`config.mk`:
```
export PLATFORM = sky130hd
export DESIGN_NAME = tcm_clk_mode_sel
export DESIGN_NICKNAME = d
export VERILOG_FILES = /design/src/include/tcm_pkg.sv /design/src/tcm_pin_edge.sv /design/src/tcm_clk_mode_sel.sv
export SDC_FILE = /design/constraint.sdc
export NUM_CORES = 1
export LEC_CHECK = 0
export ABC_CLOCK_PERIOD_IN_PS = 3300
export BUFFER_PORTS_ARGS = -buffer_cell sky130_fd_sc_hd__buf_2
export CORE_ASPECT_RATIO = 1.25
export CORE_UTILIZATION = 35
export DETAILED_ROUTE_END_ITERATION = 8
export PLACE_DENSITY = 0.63
export SLEW_MARGIN = 10
export SYNTH_ARGS = -nofsm -noshare
export SYNTH_HDL_FRONTEND = slang
export SYNTH_SLANG_ARGS = --single-unit
```
`constraint.sdc`:
```
create_clock -name clk_sys -period 3.3 [get_ports clk_sys]
set_clock_uncertainty 0.2 [all_clocks]
set_input_delay 0.33 -clock clk_sys [delete_from_list [all_inputs] [get_ports clk_sys]]
set_output_delay 0.33 -clock clk_sys [all_outputs]
set_load 0.005 [all_outputs]
```
`src/include/tcm_pkg.sv`:
```
// Constants and types shared by the timer clock and mode selection block.
// What this block does
// - Channel 0 codes: 000 clock/1, 001 clock/4, 100-111 pins A to D.
// - Channel 1: /4, /16, /64, pins A, B, /256, channel 2 overflow.
// - Channel 1 in phase counting ignores its clock-select field.
// - Channel 2: /1, /4, 011 /64, pins A to C, 111 /1024.
// - Channel 2 in phase counting ignores its clock-select field.
// - Channels 3 and 4: /1 to /1024 for 000-101, pins A and B.
// - One 8-bit read/write mode register for each of five channels.
// - Mode bits 7 and 6 read as 1; software writes 1.
// - Mode bit 5 pairs register B with register D for buffering.
// - Register D as buffer makes no capture or compare events.
// - Mode bit 4 pairs register A with register C for buffering.
// - Register C as buffer makes no capture or compare events.
// - Channels 1 and 2: mode bit 5 reads 0, writes ignored.
// - Channels 1 and 2: mode bit 4 reads 0, writes ignored.
// - Mode bits 3 to 0 are a read/write mode field, reset 0.
// - Mode field decodes normal, PWM, phase, reset-sync and complementary.
// - Phase counting only on channels 1, 2; PWM 2 not on 3, 4.
// - Channel 3 in reset-sync or complementary makes channel 4 follow it.
package tcm_pkg;
   localparam int NUM_CH = 5;
   localparam int NUM_PINS = 4;
   localparam int ADDR_W = 4;
   localparam int PRE_W = 10;
   // Register index: control at 2*ch, mode at 2*ch+1.
   localparam logic [ADDR_W-1:0] CTRL_BASE = 4'h0;
   localparam logic [ADDR_W-1:0] MODE_BASE = 4'h1;
   localparam logic [ADDR_W-1:0] LAST_IDX = 4'h9;
   // Control register fields.
   localparam int SEL_LSB = 0;
   localparam int SEL_W = 3;
   localparam int EDGE_LSB = 3;
   localparam int EDGE_W = 2;
   localparam int CTRL_W = 5;
   localparam logic [CTRL_W-1:0] CTRL_RST = 5'h00;
   // Mode register fields.
   localparam int MD_LSB = 0;
   localparam int MD_W = 4;
   localparam int BFA_BIT = 4;
   localparam int BFB_BIT = 5;
   localparam int MODE_ST_W = 6;
   localparam logic [1:0] MODE_RSV = 2'h3;
   localparam logic [MODE_ST_W-1:0] MODE_RST = 6'h00;
   // Prescaler tap bit for each division ratio.
   localparam int TAP_DIV4 = 1;
   localparam int TAP_DIV16 = 3;
   localparam int TAP_DIV64 = 5;
   localparam int TAP_DIV256 = 7;
   localparam int TAP_DIV1024 = 9;
   localparam logic [EDGE_W-1:0] EDGE_RISE = 2'h0;
   localparam logic [EDGE_W-1:0] EDGE_FALL = 2'h1;

   typedef enum logic [3:0] {
      MD_NORMAL = 4'b0000,
      MD_PWM1 = 4'b0010,
      MD_PWM2 = 4'b0011,
      MD_PHASE1 = 4'b0100,
      MD_PHASE2 = 4'b0101,
      MD_PHASE3 = 4'b0110,
      MD_PHASE4 = 4'b0111,
      MD_RSYNC = 4'b1000,
      MD_COMP1 = 4'b1101,
      MD_COMP2 = 4'b1110,
      MD_COMP3 = 4'b1111
   } tcm_mode_t;

   typedef enum logic [3:0] {
      SRC_DIV1 = 4'h0,
      SRC_DIV4 = 4'h1,
      SRC_DIV16 = 4'h2,
      SRC_DIV64 = 4'h3,
      SRC_DIV256 = 4'h4,
      SRC_DIV1024 = 4'h5,
      SRC_PIN_A = 4'h6,
      SRC_PIN_B = 4'h7,
      SRC_PIN_C = 4'h8,
      SRC_PIN_D = 4'h9,
      SRC_CASCADE = 4'ha,
      SRC_NONE = 4'hb
   } tcm_src_t;
   localparam int NUM_SRC = 12;
endpackage : tcm_pkg

```
`src/tcm_pin_edge.sv`:
```
// Synchroniser and edge detector for one external clock pin.
`timescale 1ns/100ps
module tcm_pin_edge
   import tcm_pkg::*;
(
   // Clock and reset
   input wire logic clk_sys,
   input wire logic rst,
   // Pin and detected edges
   input wire logic pin_raw,
   output logic rise,
   output logic fall
);
   typedef struct packed {
      logic s1;
      logic s2;
      logic s3;
      logic rise;
      logic fall;
   } tcm_pe_state_t;

   tcm_pe_state_t st_q;
   tcm_pe_state_t st_d;

   always_comb begin
      st_d = st_q;
      st_d.s1 = pin_raw;
      st_d.s2 = st_q.s1;
      st_d.s3 = st_q.s2;
      st_d.rise = st_q.s2 & ~st_q.s3;
      st_d.fall = ~st_q.s2 & st_q.s3;
      // The flops keep following the pin through reset, so a pin that is
      // already high at release shows no false edge.
      if (rst) begin
         st_d.rise = 1'b0;
         st_d.fall = 1'b0;
      end
   end

   always_ff @(posedge clk_sys) begin
      st_q <= st_d;
   end

   assign rise = st_q.rise;
   assign fall = st_q.fall;
endmodule : tcm_pin_edge

```
`src/tcm_clk_mode_sel.sv`:
```
// Count-source selection and mode registers of a five-channel timer.
`timescale 1ns/100ps
module tcm_clk_mode_sel
   import tcm_pkg::*;
#(
   parameter int PRESC_W = PRE_W
)
(
   // Clock and reset
   input wire logic clk_sys,
   input wire logic rst,
   // Register port
   input wire logic [ADDR_W-1:0] reg_addr,
   input wire logic [7:0] reg_wdata,
   input wire logic reg_wr,
   input wire logic reg_rd,
   output logic [7:0] reg_rdata,
   // External clock pins
   input wire logic ext_clk_pin_a,
   input wire logic ext_clk_pin_b,
   input wire logic ext_clk_pin_c,
   input wire logic ext_clk_pin_d,
   // Cascade pulse from the channel 2 counter, same clock
   input wire logic chan2_counter_ovf_unf,
   // Count enables, one per channel
   output logic [NUM_CH-1:0] count_tick,
   // Decoded mode per channel
   output logic [NUM_CH-1:0][MD_W-1:0] eff_mode,
   output logic [NUM_CH-1:0] phase_mode,
   output logic [NUM_CH-1:0] mode_prohibited,
   output logic [NUM_CH-1:0] buffer_pair_a_enable,
   output logic [NUM_CH-1:0] buffer_pair_b_enable,
   output logic [NUM_CH-1:0] gr_c_events_enable,
   output logic [NUM_CH-1:0] gr_d_events_enable
);
   typedef struct packed {
      logic [NUM_CH-1:0][CTRL_W-1:0] ctrl;
      logic [NUM_CH-1:0][MODE_ST_W-1:0] mode;
      logic [PRESC_W-1:0] pre;
      logic [7:0] rdata;
      logic [NUM_CH-1:0] tick;
      logic [NUM_CH-1:0][MD_W-1:0] eff;
      logic [NUM_CH-1:0] phase;
      logic [NUM_CH-1:0] bad;
      logic [NUM_CH-1:0] bfa;
      logic [NUM_CH-1:0] bfb;
      logic [NUM_CH-1:0] c_en;
      logic [NUM_CH-1:0] d_en;
   } tcm_state_t;

   tcm_state_t st_q;
   tcm_state_t st_d;

   logic [NUM_PINS-1:0] pin_raw;
   logic [NUM_PINS-1:0] pin_rise;
   logic [NUM_PINS-1:0] pin_fall;

   assign pin_raw = {ext_clk_pin_d, ext_clk_pin_c,
                     ext_clk_pin_b, ext_clk_pin_a};

   genvar gp;
   generate
      for (gp = 0; gp < NUM_PINS; gp++) begin : g_pin
         tcm_pin_edge u_edge (
            .clk_sys(clk_sys),
            .rst(rst),
            .pin_raw(pin_raw[gp]),
            .rise(pin_rise[gp]),
            .fall(pin_fall[gp])
         );
      end
   endgenerate

   // Channels 1 and 2 have no registers C and D.
   function automatic logic no_cd(input int ch);
      return (ch == 1) || (ch == 2);
   endfunction : no_cd

   function automatic logic is_phase(input logic [MD_W-1:0] md);
      return (md == MD_PHASE1) || (md == MD_PHASE2) ||
             (md == MD_PHASE3) || (md == MD_PHASE4);
   endfunction : is_phase

   function automatic logic is_sync_comp(input logic [MD_W-1:0] md);
      return (md == MD_RSYNC) || (md == MD_COMP1) ||
             (md == MD_COMP2) || (md == MD_COMP3);
   endfunction : is_sync_comp

   function automatic logic is_legal(input logic [MD_W-1:0] md);
      return (md == MD_NORMAL) || (md == MD_PWM1) ||
             (md == MD_PWM2) || is_phase(md) || is_sync_comp(md);
   endfunction : is_legal

   function automatic logic allowed(input int ch,
                                    input logic [MD_W-1:0] md);
      logic ok;
      ok = is_legal(md);
      if (is_phase(md) && !no_cd(ch)) begin
         ok = 1'b0;
      end
      if ((md == MD_PWM2) && (ch >= 3)) begin
         ok = 1'b0;
      end
      if (is_sync_comp(md) && (ch != 3)) begin
         ok = 1'b0;
      end
      return ok;
   endfunction : allowed

   // Maps a channel and its select code to a count source.
   function automatic tcm_src_t src_of(input int ch,
                                       input logic [SEL_W-1:0] sel);
      tcm_src_t s;
      s = SRC_NONE;
      case (ch)
         0: begin
            case (sel)
               3'b000: s = SRC_DIV1;
               3'b001: s = SRC_DIV4;
               3'b100: s = SRC_PIN_A;
               3'b101: s = SRC_PIN_B;
               3'b110: s = SRC_PIN_C;
               3'b111: s = SRC_PIN_D;
               default: s = SRC_NONE;
            endcase
         end
         1: begin
            case (sel)
               3'b001: s = SRC_DIV4;
               3'b010: s = SRC_DIV16;
               3'b011: s = SRC_DIV64;
               3'b100: s = SRC_PIN_A;
               3'b101: s = SRC_PIN_B;
               3'b110: s = SRC_DIV256;
               3'b111: s = SRC_CASCADE;
               default: s = SRC_NONE;
            endcase
         end
         2: begin
            case (sel)
               3'b000: s = SRC_DIV1;
               3'b001: s = SRC_DIV4;
               3'b011: s = SRC_DIV64;
               3'b100: s = SRC_PIN_A;
               3'b101: s = SRC_PIN_B;
               3'b110: s = SRC_PIN_C;
               3'b111: s = SRC_DIV1024;
               default: s = SRC_NONE;
            endcase
         end
         default: begin
            case (sel)
               3'b000: s = SRC_DIV1;
               3'b001: s = SRC_DIV4;
               3'b010: s = SRC_DIV16;
               3'b011: s = SRC_DIV64;
               3'b100: s = SRC_DIV256;
               3'b101: s = SRC_DIV1024;
               3'b110: s = SRC_PIN_A;
               default: s = SRC_PIN_B;
            endcase
         end
      endcase
      return s;
   endfunction : src_of

   // Read value of a mode register.
   function automatic logic [7:0] mode_view(input int ch,
                                            input logic [5:0] m);
      logic [7:0] v;
      v = {MODE_RSV, m};
      if (no_cd(ch)) begin
         v[BFB_BIT] = 1'b0;
         v[BFA_BIT] = 1'b0;
      end
      return v;
   endfunction : mode_view

   logic [PRESC_W-1:0] pre_nx;
   logic [NUM_SRC-1:0] src_rise;
   logic [NUM_SRC-1:0] src_fall;

   assign pre_nx = st_q.pre + {{(PRESC_W-1){1'b0}}, 1'b1};

   // Prescaler taps give one rise and one fall per period; divide by one
   // and the cascade pulse count once whatever the edge setting.
   always_comb begin
      src_rise = '0;
      src_fall = '0;
      src_rise[SRC_DIV1] = 1'b1;
      src_fall[SRC_DIV1] = 1'b1;
      src_rise[SRC_DIV4] = ~st_q.pre[TAP_DIV4] & pre_nx[TAP_DIV4];
      src_fall[SRC_DIV4] = st_q.pre[TAP_DIV4] & ~pre_nx[TAP_DIV4];
      src_rise[SRC_DIV16] = ~st_q.pre[TAP_DIV16] & pre_nx[TAP_DIV16];
      src_fall[SRC_DIV16] = st_q.pre[TAP_DIV16] & ~pre_nx[TAP_DIV16];
      src_rise[SRC_DIV64] = ~st_q.pre[TAP_DIV64] & pre_nx[TAP_DIV64];
      src_fall[SRC_DIV64] = st_q.pre[TAP_DIV64] & ~pre_nx[TAP_DIV64];
      src_rise[SRC_DIV256] = ~st_q.pre[TAP_DIV256] & pre_nx[TAP_DIV256];
      src_fall[SRC_DIV256] = st_q.pre[TAP_DIV256] & ~pre_nx[TAP_DIV256];
      src_rise[SRC_DIV1024] = ~st_q.pre[TAP_DIV1024] &
                              pre_nx[TAP_DIV1024];
      src_fall[SRC_DIV1024] = st_q.pre[TAP_DIV1024] &
                              ~pre_nx[TAP_DIV1024];
      src_rise[SRC_PIN_D:SRC_PIN_A] = pin_rise;
      src_fall[SRC_PIN_D:SRC_PIN_A] = pin_fall;
      // The cascade pulse comes from the same clock, so it skips the
      // synchroniser and ticks one cycle after the pulse.
      src_rise[SRC_CASCADE] = chan2_counter_ovf_unf;
      src_fall[SRC_CASCADE] = chan2_counter_ovf_unf;
   end

   always_comb begin
      logic [MD_W-1:0] md;
      logic [MD_W-1:0] md3;
      logic [EDGE_W-1:0] eg;
      logic [ADDR_W-1:0] idx;
      tcm_src_t src;
      logic hit;
      md = '0;
      md3 = st_q.mode[3][MD_LSB +: MD_W];
      eg = '0;
      idx = '0;
      src = SRC_NONE;
      hit = 1'b0;
      st_d = st_q;
      st_d.pre = pre_nx;

      // software only writes while stopped; no interlock here
      // A mode write lands at once even while a counter runs; keeping the
      // counter stopped is left to software.
      for (int ch = 0; ch < NUM_CH; ch++) begin
         idx = ADDR_W'(2 * ch);
         if (reg_wr && (reg_addr == (CTRL_BASE + idx))) begin
            st_d.ctrl[ch] = reg_wdata[CTRL_W-1:0];
         end
         if (reg_wr && (reg_addr == (MODE_BASE + idx))) begin
            // bits 7 and 6 are not stored
            st_d.mode[ch] = reg_wdata[MODE_ST_W-1:0];
            if (no_cd(ch)) begin
               st_d.mode[ch][BFB_BIT] = 1'b0;
               st_d.mode[ch][BFA_BIT] = 1'b0;
            end
         end
      end

      // Read data stands for the cycle after the strobe only.
      st_d.rdata = '0;
      if (reg_rd) begin
         for (int ch = 0; ch < NUM_CH; ch++) begin
            idx = ADDR_W'(2 * ch);
            if (reg_addr == (CTRL_BASE + idx)) begin
               st_d.rdata = {3'h0, st_q.ctrl[ch]};
               hit = 1'b1;
            end
            if (reg_addr == (MODE_BASE + idx)) begin
               st_d.rdata = mode_view(ch, st_q.mode[ch]);
               hit = 1'b1;
            end
         end
         if (!hit || (reg_addr > LAST_IDX)) begin
            st_d.rdata = '0;
         end
      end

      for (int ch = 0; ch < NUM_CH; ch++) begin
         md = st_q.mode[ch][MD_LSB +: MD_W];
         // judge the channel's own code, so a channel 4 that
         // follows channel 3 is not flagged for the code it follows.
         st_d.bad[ch] = !allowed(ch, md);
         st_d.bfa[ch] = st_q.mode[ch][BFA_BIT];
         st_d.bfb[ch] = st_q.mode[ch][BFB_BIT];
         if ((ch == 4) && is_sync_comp(md3)) begin
            md = md3;
            st_d.bfa[ch] = st_q.mode[3][BFA_BIT];
            st_d.bfb[ch] = st_q.mode[3][BFB_BIT];
         end
         st_d.eff[ch] = md;
         st_d.phase[ch] = is_phase(md) && no_cd(ch);
         st_d.d_en[ch] = !no_cd(ch) && !st_d.bfb[ch];
         st_d.c_en[ch] = !no_cd(ch) && !st_d.bfa[ch];

         src = src_of(ch, st_q.ctrl[ch][SEL_LSB +: SEL_W]);
         eg = st_q.ctrl[ch][EDGE_LSB +: EDGE_W];
         // An unlisted select code picks no source, so the channel stands
         // still instead of counting some arbitrary clock.
         // edge selection
         if (src == SRC_NONE) begin
            st_d.tick[ch] = 1'b0;
         end else if (eg == EDGE_RISE) begin
            st_d.tick[ch] = src_rise[src];
         end else if (eg == EDGE_FALL) begin
            st_d.tick[ch] = src_fall[src];
         end else begin
            st_d.tick[ch] = src_rise[src] | src_fall[src];
         end
         if (st_d.phase[ch]) begin
            st_d.tick[ch] = 1'b0;
         end
      end
   end

   // Reset also restarts the prescaler, so every tap starts in phase
   // after a reset.
   always_ff @(posedge clk_sys) begin
      if (rst) begin
         st_q <= '0;
         for (int ch = 0; ch < NUM_CH; ch++) begin
            st_q.ctrl[ch] <= CTRL_RST;
            st_q.mode[ch] <= MODE_RST;
         end
      end else begin
         st_q <= st_d;
      end
   end

   assign reg_rdata = st_q.rdata;
   assign count_tick = st_q.tick;
   assign eff_mode = st_q.eff;
   assign phase_mode = st_q.phase;
   assign mode_prohibited = st_q.bad;
   assign buffer_pair_a_enable = st_q.bfa;
   assign buffer_pair_b_enable = st_q.bfb;
   assign gr_c_events_enable = st_q.c_en;
   assign gr_d_events_enable = st_q.d_en;
endmodule : tcm_clk_mode_sel

```
# After elaboration in Yosys (flattened, before gate mapping)

Index checks and enable logic that the tools add are counted.

Register bits: 140
Input port bits: 21
Output and inout bits: 63
Word-level logic and storage cells: 361

$add $sub $neg: 1
Order comparisons: 6
Equality and inequality tests: 99
Multiplexer cells: 68
Bitwise logic cells: 42
Reduce and logical (&&, ||, !) cells: 94

Operators by type and width:

| operator              | count |
|---|---|
| $eq 4x4->1 const B    | 27 |
| $eq 4x3->1 const B    | 24 |
| $mux 8                | 9 |
| $pmux 4 s7            | 2 |
| $eq 3x3->1 const B    | 18 |
| $logic_or 1x1->1      | 51 |
| $eq 4x2->1 const B    | 12 |
| $mux 1                | 42 |
| $pmux 3 s7            | 2 |
| $bmux 1 s4            | 10 |
| $lt 4x5->1 const B    | 5 |
| $logic_not 4->1       | 6 |
| $pmux 4 s6            | 1 |
| $eq 3x2->1 const B    | 7 |
| $not 1->1             | 19 |
| $and 1x1->1           | 18 |
| $eq 3x1->1 const B    | 5 |
| $logic_not 1->1       | 12 |
| $logic_not 3->1       | 4 |
| $add 10x1->10 const B | 1 |
| $eq 2x1->1 const B    | 5 |
| $logic_and 1x1->1     | 10 |
| $logic_not 2->1       | 5 |
| $reduce_or 3->1       | 3 |
| other kinds (6)       | 12 |

# Depth between registers and ports, before layout

Gate-level depths: netlist of the first run.

Depth after elaboration: 15
Mapped depth: 9
Gate-level depth less buffers: 9

# By module

A second synthesis of the first run with hierarchy kept.

Cell total of the unflattened synthesis: 652
Area, all modules: 6194.7 µm²

Modules (own cells, without submodules):

| module           | instances | cells an instance | area an instance (µm²) | sequential area each (µm²) |
|---|---|---|---|---|
| tcm_clk_mode_sel | 1         | 624               | 5734.2                 | 2242.2 |
| tcm_pin_edge     | 4         | 7                 | 115.1                  | 100.1 |

# Worst setup path before layout of the first run

Ideal clock, no wire load.

Path kind: register to register
Start point: register st_q[115] in the netlist's numbering
End point: register st_q, in the netlist count_tick[2]
Data arrival time: 2047 ps
Path slack: 937 ps
Stages on the path, launching flop included: 8
Path buffers: 0
Path through: dfxtp_1 ha_1 nor2_1 a21oi_4 mux4_1 o21ai_0 nand3_1 a41o_1

Longest elaborated chain between the ends: 7

Ends and longest elaborated chain:

| element                                  | RTL line                                                                  | RTL |
|---|---|---|
| start, declared                          | tcm_clk_mode_sel.sv:51                                                    | `tcm_state_t st_q;` |
| start signal, assigned                   | tcm_clk_mode_sel.sv:312                                                   | `st_q <= st_d;` |
| $eq 3x3->1, or another cell as far along | tcm_clk_mode_sel.sv:140                                                   | `case (sel)` |
| $pmux 4 s7 (*)                           | tcm_clk_mode_sel.sv:140                                                   |  |
| $bmux 1 s4 (on tied branches)            | tcm_clk_mode_sel.sv:290, tcm_clk_mode_sel.sv:294, tcm_clk_mode_sel.sv:292 |  |
| $mux 1 (on tied branches)                | tcm_clk_mode_sel.sv:290, tcm_clk_mode_sel.sv:294, tcm_clk_mode_sel.sv:292 |  |
| $or 1x1->1                               | tcm_clk_mode_sel.sv:294                                                   | `st_d.tick[ch] = src_rise[src] \| src_fall[src];` |
| $mux 1                                   | tcm_clk_mode_sel.sv:291                                                   | `end else if (eg == EDGE_FALL) begin` |
| $mux 1                                   | tcm_clk_mode_sel.sv:289                                                   | `end else if (eg == EDGE_RISE) begin` |

Every way passes the cells marked *; elsewhere a longest branch is shown, timed or not. The select of a mux whose other input is x is not followed.
A chain may end at the register's enable or synchronous reset.

# Worst setup path in the final report of the first run

Same ends and word-level chain as after synthesis.

==> impl_metrics.env, run 1 <==
export IMPL_register_area_um2=2640
export IMPL_post_cts_resized=0
export IMPL_hold_viol_final=0
export IMPL_synth_seq_cells=132
export IMPL_clk_pin_slew_ns=0.06
export IMPL_postLayoutSetupSlackWorst_ns=0.659
export IMPL_slew_headroom_pct=47.4
export IMPL_cts_made_buffers=17
export IMPL_place_area_um2=6250
export IMPL_die_x_um=121
export IMPL_grt_setup_unrepaired="false"
export IMPL_finalSetupViolations=0
export IMPL_grt_remaining_overflow=0
export IMPL_clk_path_buf_depth=2
export IMPL_die_area_um2=18200
export IMPL_slew_violations=0
export IMPL_fin_crit_sh_pct=80.0
export IMPL_fin_util_pct=40.3
export IMPL_drtIter0Drc=256
export IMPL_vias=4412
export IMPL_place_gp_congestion=0.837
export IMPL_synth_edf_count=0
export IMPL_synth_flop_cell="dfxtp_1"
export IMPL_syn_cell_area_um2=6180
export IMPL_area_growth_pct=13.0
export IMPL_io_buffers=70
export IMPL_crit_path_end_kind="register"
export IMPL_power_per_cell_area_nw_per_um2=580
export IMPL_total_power_mw=4.05
export IMPL_cts_sinks=132
export IMPL_ir_drop_mv=0.326
export IMPL_worst_slew_pin_transition_ns=0.783
export IMPL_grt_pass1_wl_um=21200
export IMPL_placed_cells=856
export IMPL_htree_levels=4
export IMPL_core_um2=17400
export IMPL_ant_nets=0
export IMPL_dp_hpwl_um=9250
export IMPL_cts_tree="done"
export IMPL_routed_via_density=4.94
export IMPL_post_place_ws_ns=0.683
export IMPL_nNetsFinal=689
export IMPL_critPathKind="reg2reg"
export IMPL_clock_latency_ns=0.43
export IMPL_rows=54
export IMPL_yosys_cell_types_count=58
export IMPL_wl_per_cell_um=14.9
export IMPL_multi_input_area_um2=2890
export IMPL_antenna_found_initial=0
export IMPL_gr_usage_all_layers_pct=15.3
export IMPL_antenna_cells=0
export IMPL_first_global_vias=4056
export IMPL_grt_max_degree=49
export IMPL_tns_ns=0
export IMPL_drive_above_1_share_pct=19.4
export IMPL_synth_seq_area_share_pct=42.7
export IMPL_dr_pass1_iters=5
export IMPL_netlist_instances=650
export IMPL_crit_path_start_kind="register"
export IMPL_crit_required_ns=3.41
export IMPL_final_cell_mix="dfxtp_1 (132), nor2_1 (86), mux2i_1 (69), buf_2 (69)"
export IMPL_start_util_pct=35.6
export IMPL_crit_fanout=10
export IMPL_fin_cells=893
export IMPL_stdcell_area_um2=6990
export IMPL_synth_warnings=0
export IMPL_grt_busiest_layer="met2"
export IMPL_p_leak_nw=2.96
export IMPL_synth_area_per_cell_um2=9.51
export IMPL_global_route_usage_met2_pct=25.4
export IMPL_io_pins=84
export IMPL_hp_class="in2reg"
export IMPL_nFillCells=1698
export IMPL_die_h_um=151
export IMPL_grtUsageMet1_pct=18.5
export IMPL_maxCapViolations=0
export IMPL_use_met3_pct=4.32
export IMPL_outcome="complete, no violations"
export IMPL_drc_errors=0
export IMPL_async_flop_share_pct=0
export IMPL_root_buffer="clkbuf_16"
export IMPL_final_common_cell="dfxtp_1"
export IMPL_post_route_min_period_ns=2.64
export IMPL_arrival_ns=2.75
export IMPL_hold_slack_ns=0.0834
export IMPL_max_freq_ghz=0.379
export IMPL_wl_um=13300
==> state kept, by name (all words and copies together), names as in the netlist, 3 cells and up <==
| signal | count |
|---|---|
| g_pin.u_edge.rise | 4 |
| buffer_pair_b_enable | 3 |
| gr_c_events_enable | 3 |
| g_pin.u_edge.st_q | 4 |
| count_tick | 5 |
| reg_rdata | 7 |
| gr_d_events_enable | 3 |
| eff_mode | 20 |
| g_pin.u_edge.st_d | 8 |
| st_q | 41 |
| st_d | 20 |
| g_pin.u_edge.fall | 4 |
| mode_prohibited | 5 |
| buffer_pair_a_enable | 3 |
==> kinds of logic (layout without fill, tap and decap cells) <==
kind of cell	Yosys count	after routing	share of synthesized area [%]
simple gates	200	200	15.9
mux	87	87	16.4
xor+xnor	7	7	0.991
compound gates	92	92	10.2
flops	132	132	42.7
fa+ha+maj	13	13	2.59
buf+inv	118	127	11.1
other cells	1	11	0.0606
==> cell usage after synthesis, types with 4 or more instances <==
| library cell | number | area (um2) |
|---|---|---|
| a22oi_1 | 4 | 30.0 |
| buf_4 | 63 | 473 |
| clkbuf_1 | 23 | 86.3 |
| dfxtp_1 | 132 | 2640 |
| o22ai_1 | 9 | 56.3 |
| mux4_2 | 8 | 180 |
| nand2_1 | 25 | 93.8 |
| a21oi_1 | 22 | 110 |
| and2_1 | 7 | 43.8 |
| a2bb2oi_1 | 5 | 43.8 |
| buf_1 | 6 | 22.5 |
| mux2i_1 | 69 | 691 |
| inv_1 | 18 | 67.6 |
| o21ai_0 | 17 | 85.1 |
| nand2b_1 | 8 | 50.1 |
| nor2_1 | 86 | 323 |
| buf_2 | 8 | 40.0 |
| nor3_1 | 7 | 35.0 |
| nand3_1 | 16 | 80.1 |
| nor2b_1 | 25 | 156 |
| ha_1 | 12 | 150 |
| o221ai_1 | 4 | 35.0 |
| nor3b_1 | 8 | 60.1 |
| xor2_1 | 6 | 52.6 |
| mux2_2 | 8 | 90.1 |
| a211oi_1 | 7 | 52.6 |
==> repair_timing <==
action | in CTS | in global routing
hold endpoints to repair | 7 | 0
hold buffers | 5 | 0
buffers inserted | 0 | 0
==> critical path: stages (launching register included) <==
cell and delay [ns]:
dfxtp_1 0.50, ha_1 0.30, nor2_1 0.12, a21oi_4 0.30, mux4_2 0.56, a211oi_1 0.27, nand2_1 0.09, a41o_1 0.18
==> final timing paths <==
check | depth (start not counted) | slack [ns] | endpoint | from
setup / recovery | 7 | 0.66 | count_tick[2]$_SDFF_PP0_ | st_q[115]$_SDFFE_PP0P_
hold / removal | 3 | 0.08 | st_q[104]$_SDFFE_PP0P_ | reg_wdata[1]
setup reg to reg | 7 | 0.66 | count_tick[2]$_SDFF_PP0_ | st_q[115]$_SDFFE_PP0P_
hold reg to reg | 0 | 0.13 | g_pin[3].u_edge.st_d[2]$_DFF_P_ | g_pin[3].u_edge.st_d[3]$_DFF_P_
==> power by group <==
group	switching, mW	internal [mW]	total [mW]
clock	0.760	1.44	2.20
combinational	0.117	0.0785	0.196
sequential	0.0279	1.63	1.66
total	0.905	3.15	4.05
==> area by class of cell <==
type,instances,share of cell area (%)
clock inverters,15,3.80
multi-input cells,410,41.4
flip-flops and latches,132,37.8
repair buffers,77,5.98
clock buffers,17,6.09
well taps,224,4.01
inverters,18,0.967
==> metal layers <==
metal  vias to the layer above  part of all wire (%)
met5                         -                     0
li1                       2192                     -
met2                       120                    49
met1                      2084                    44
met3                        16                   4.8
met4                         0                   1.7
No activity file was read; power rests on OpenSTA's default activity.
==> run 2, diff against run 1 <==
- ABC_CLOCK_PERIOD_IN_PS: 3300 -> 2400
- PLACE_DENSITY: 0.63 -> 0.65
- clock period: 3.3 -> 2.4 ns (I/O delays scaled with it)
==> impl_metrics.env, run 2 (synthesized netlist as in run 1, its figures left out) <==
export IMPL_dp_hpwl_um=9550
export IMPL_final_cell_mix="dfxtp_1 (130), nor2_1 (83), mux2i_1 (69), buf_2 (69)"
export IMPL_antenna_found_initial=0
export IMPL_crit_chain="nand3_1 -> nor2_2 -> ha_2 -> mux2_2 -> o22ai_1 -> a211o_1 -> o221ai_1 -> a22oi_1 -> nor3_1"
export IMPL_clk_path_buf_depth=2
export IMPL_reg2reg_setup_slack_ns=0.10
export IMPL_clock_latency_ns=0.42
export IMPL_largest_register_ffs=41
export IMPL_dr_pass1_iters=4
export IMPL_die_area_um2=18200
export IMPL_clk_pin_slew_ns=0.06
export IMPL_critPathKind="reg2reg"
export IMPL_drive_above_1_share_pct=22.8
export IMPL_arrival_ns=2.43
export IMPL_start_util_pct=35.6
export IMPL_cts_sinks=132
export IMPL_fin_crit_sh_pct=95.8
export IMPL_multi_input_area_um2=2910
export IMPL_ir_drop_mv=0.436
export IMPL_max_freq_ghz=0.435
export IMPL_wl_per_cell_um=14.6
export IMPL_grt_pass1_wl_um=21700
export IMPL_slew_violations=0
export IMPL_slew_headroom_pct=62.5
export IMPL_final_common_cell="dfxtp_1"
export IMPL_startpoint="st_q[64]$_SDFF_PP0_"
export IMPL_grt_max_degree=38
export IMPL_fin_util_pct=41.2
export IMPL_ant_nets=0
export IMPL_fin_cells=918
export IMPL_first_global_vias=4278
export IMPL_placed_cells=875
export IMPL_place_gp_congestion=0.851
export IMPL_wl_um=13400
export IMPL_top_register="st_q"
export IMPL_tns_ns=0
export IMPL_root_buffer="clkbuf_16"
export IMPL_crit_path_end_kind="register"
export IMPL_maxCapViolations=0
export IMPL_hp_class="in2reg"
export IMPL_area_growth_pct=15.6
export IMPL_vias=4495
export IMPL_p_leak_nw=3.04
export IMPL_die_x_um=121
export IMPL_routed_via_density=4.90
export IMPL_reg2reg_depth=9
export IMPL_outcome="complete, no violations"
export IMPL_worstReg2RegStart="st_q[64]$_SDFF_PP0_"
export IMPL_cts_made_buffers=17
export IMPL_critPathTopFamily="compound AO/OA/AOI/OAI gates"
export IMPL_drtIter0Drc=310
export IMPL_htree_levels=4
export IMPL_io_buffers=70
export IMPL_antenna_cells=0
export IMPL_path_buf_inv=0
export IMPL_cts_tree="done"
export IMPL_post_route_min_period_ns=2.30
export IMPL_worst_slew_pin_transition_ns=0.561
export IMPL_crit_path_start_kind="register"
export IMPL_nFillCells=1700
export IMPL_worstReg2RegEnd="count_tick[1]$_SDFF_PP0_"
export IMPL_core_um2=17400
export IMPL_cp_slowest_stage_delay_ns=0.36
export IMPL_gr_usage_all_layers_pct=15.6
export IMPL_cp_num_cells=9
export IMPL_grt_remaining_overflow=0
export IMPL_hold_viol_final=0
export IMPL_power_per_cell_area_nw_per_um2=742
export IMPL_io_pins=84
export IMPL_nNetsFinal=714
export IMPL_crit_fanout=6
export IMPL_die_h_um=151
export IMPL_crit_required_ns=2.53
export IMPL_finalSetupViolations=0
export IMPL_cp_slowest_cell="dfxtp_1"
export IMPL_register_area_um2=2650
export IMPL_rows=54
export IMPL_cp_endpoint="count_tick[1]$_SDFF_PP0_"
export IMPL_drc_errors=0
[run 2: changes by cell type in the layout (fill, tap and decap cells not counted), moves of 3 or more]
cell | before | now
nor2_2 | 0 | 3
nor2_1 | 86 | 83
buf_4 | 3 | 23
inv_8 | 3 | 0
dlygate4sd3_1 | 5 | 10
[run 2: what timing repair did]
action	4_1_cts	5_1_grt
resized for setup	0	10
setup endpoints to repair	0	3
hold endpoints to repair	10	0
hold buffers	10	0
setup buffers	0	1
[run 2: final cells by class]
class | instances | share of cell area (%)
Inverter | 18 | 0.945
Clock inverter | 14 | 2.80
Tap cell | 224 | 3.92
Multi-Input combinational cell | 410 | 40.7
Clock buffer | 18 | 6.00
Timing Repair Buffer | 102 | 8.65
Sequential cell | 132 | 37.0
[run 2: how the worst min path moves through the flow]
stage                                          from                               to  depth (start not counted)
global route                           reg_wdata[2]           st_q[105]$_SDFFE_PP0P_                          3
floorplan                             ext_clk_pin_a  g_pin[0].u_edge.st_d[3]$_DFF_P_                          0
finish                                 reg_wdata[2]           st_q[105]$_SDFFE_PP0P_                          3
detailed placement  g_pin[3].u_edge.st_d[3]$_DFF_P_  g_pin[3].u_edge.st_d[2]$_DFF_P_                          0
global placement    g_pin[1].u_edge.st_d[3]$_DFF_P_  g_pin[1].u_edge.st_d[2]$_DFF_P_                          0
CTS                                    reg_wdata[2]           st_q[105]$_SDFFE_PP0P_                          3
[run 2: power by group]
| part | total, mW | switching [mW] | internal (mW) |
|---|---|---|---|
| registers | 2.28 | 0.0369 | 2.24 |
| clock network | 2.73 | 0.984 | 1.75 |
| logic | 0.292 | 0.167 | 0.125 |
[run 2: layer usage]
metal  share of wire (%)  up-vias  track usage [%]
li1                    -     2243                -
met1                  42     2108             17.7
met2                  51      127             26.9
met3                 4.7       17             4.55
met4                 2.0        0             7.04
met5                   0        -                0
[run 2: through the flow]
step / hold WS (ns) / power [mW] / setup WS [ns] / cell area [um2]
global route: 0.00949 / 5.50 / -0.0326 / 7150
CTS: 0.00301 / 5.37 / 0.0279 / 7120
finish: 0.0122 / 5.30 / 0.101 / 7150
global placement: 0.113 / 2.60 / 0.0773 / 6390
detailed placement: 0.114 / 2.60 / 0.0268 / 6390
floorplan: 0.0677 / 2.54 / 0.0367 / 6220
[run 2: worst register-to-register path, stage by stage (launching register included)]
cell	delay, ns
dfxtp_1	0.36
nand3_1	0.17
nor2_2	0.17
ha_2	0.26
mux2_2	0.17
o22ai_1	0.08
a211o_1	0.29
o221ai_1	0.23
a22oi_1	0.11
nor3_1	0.18
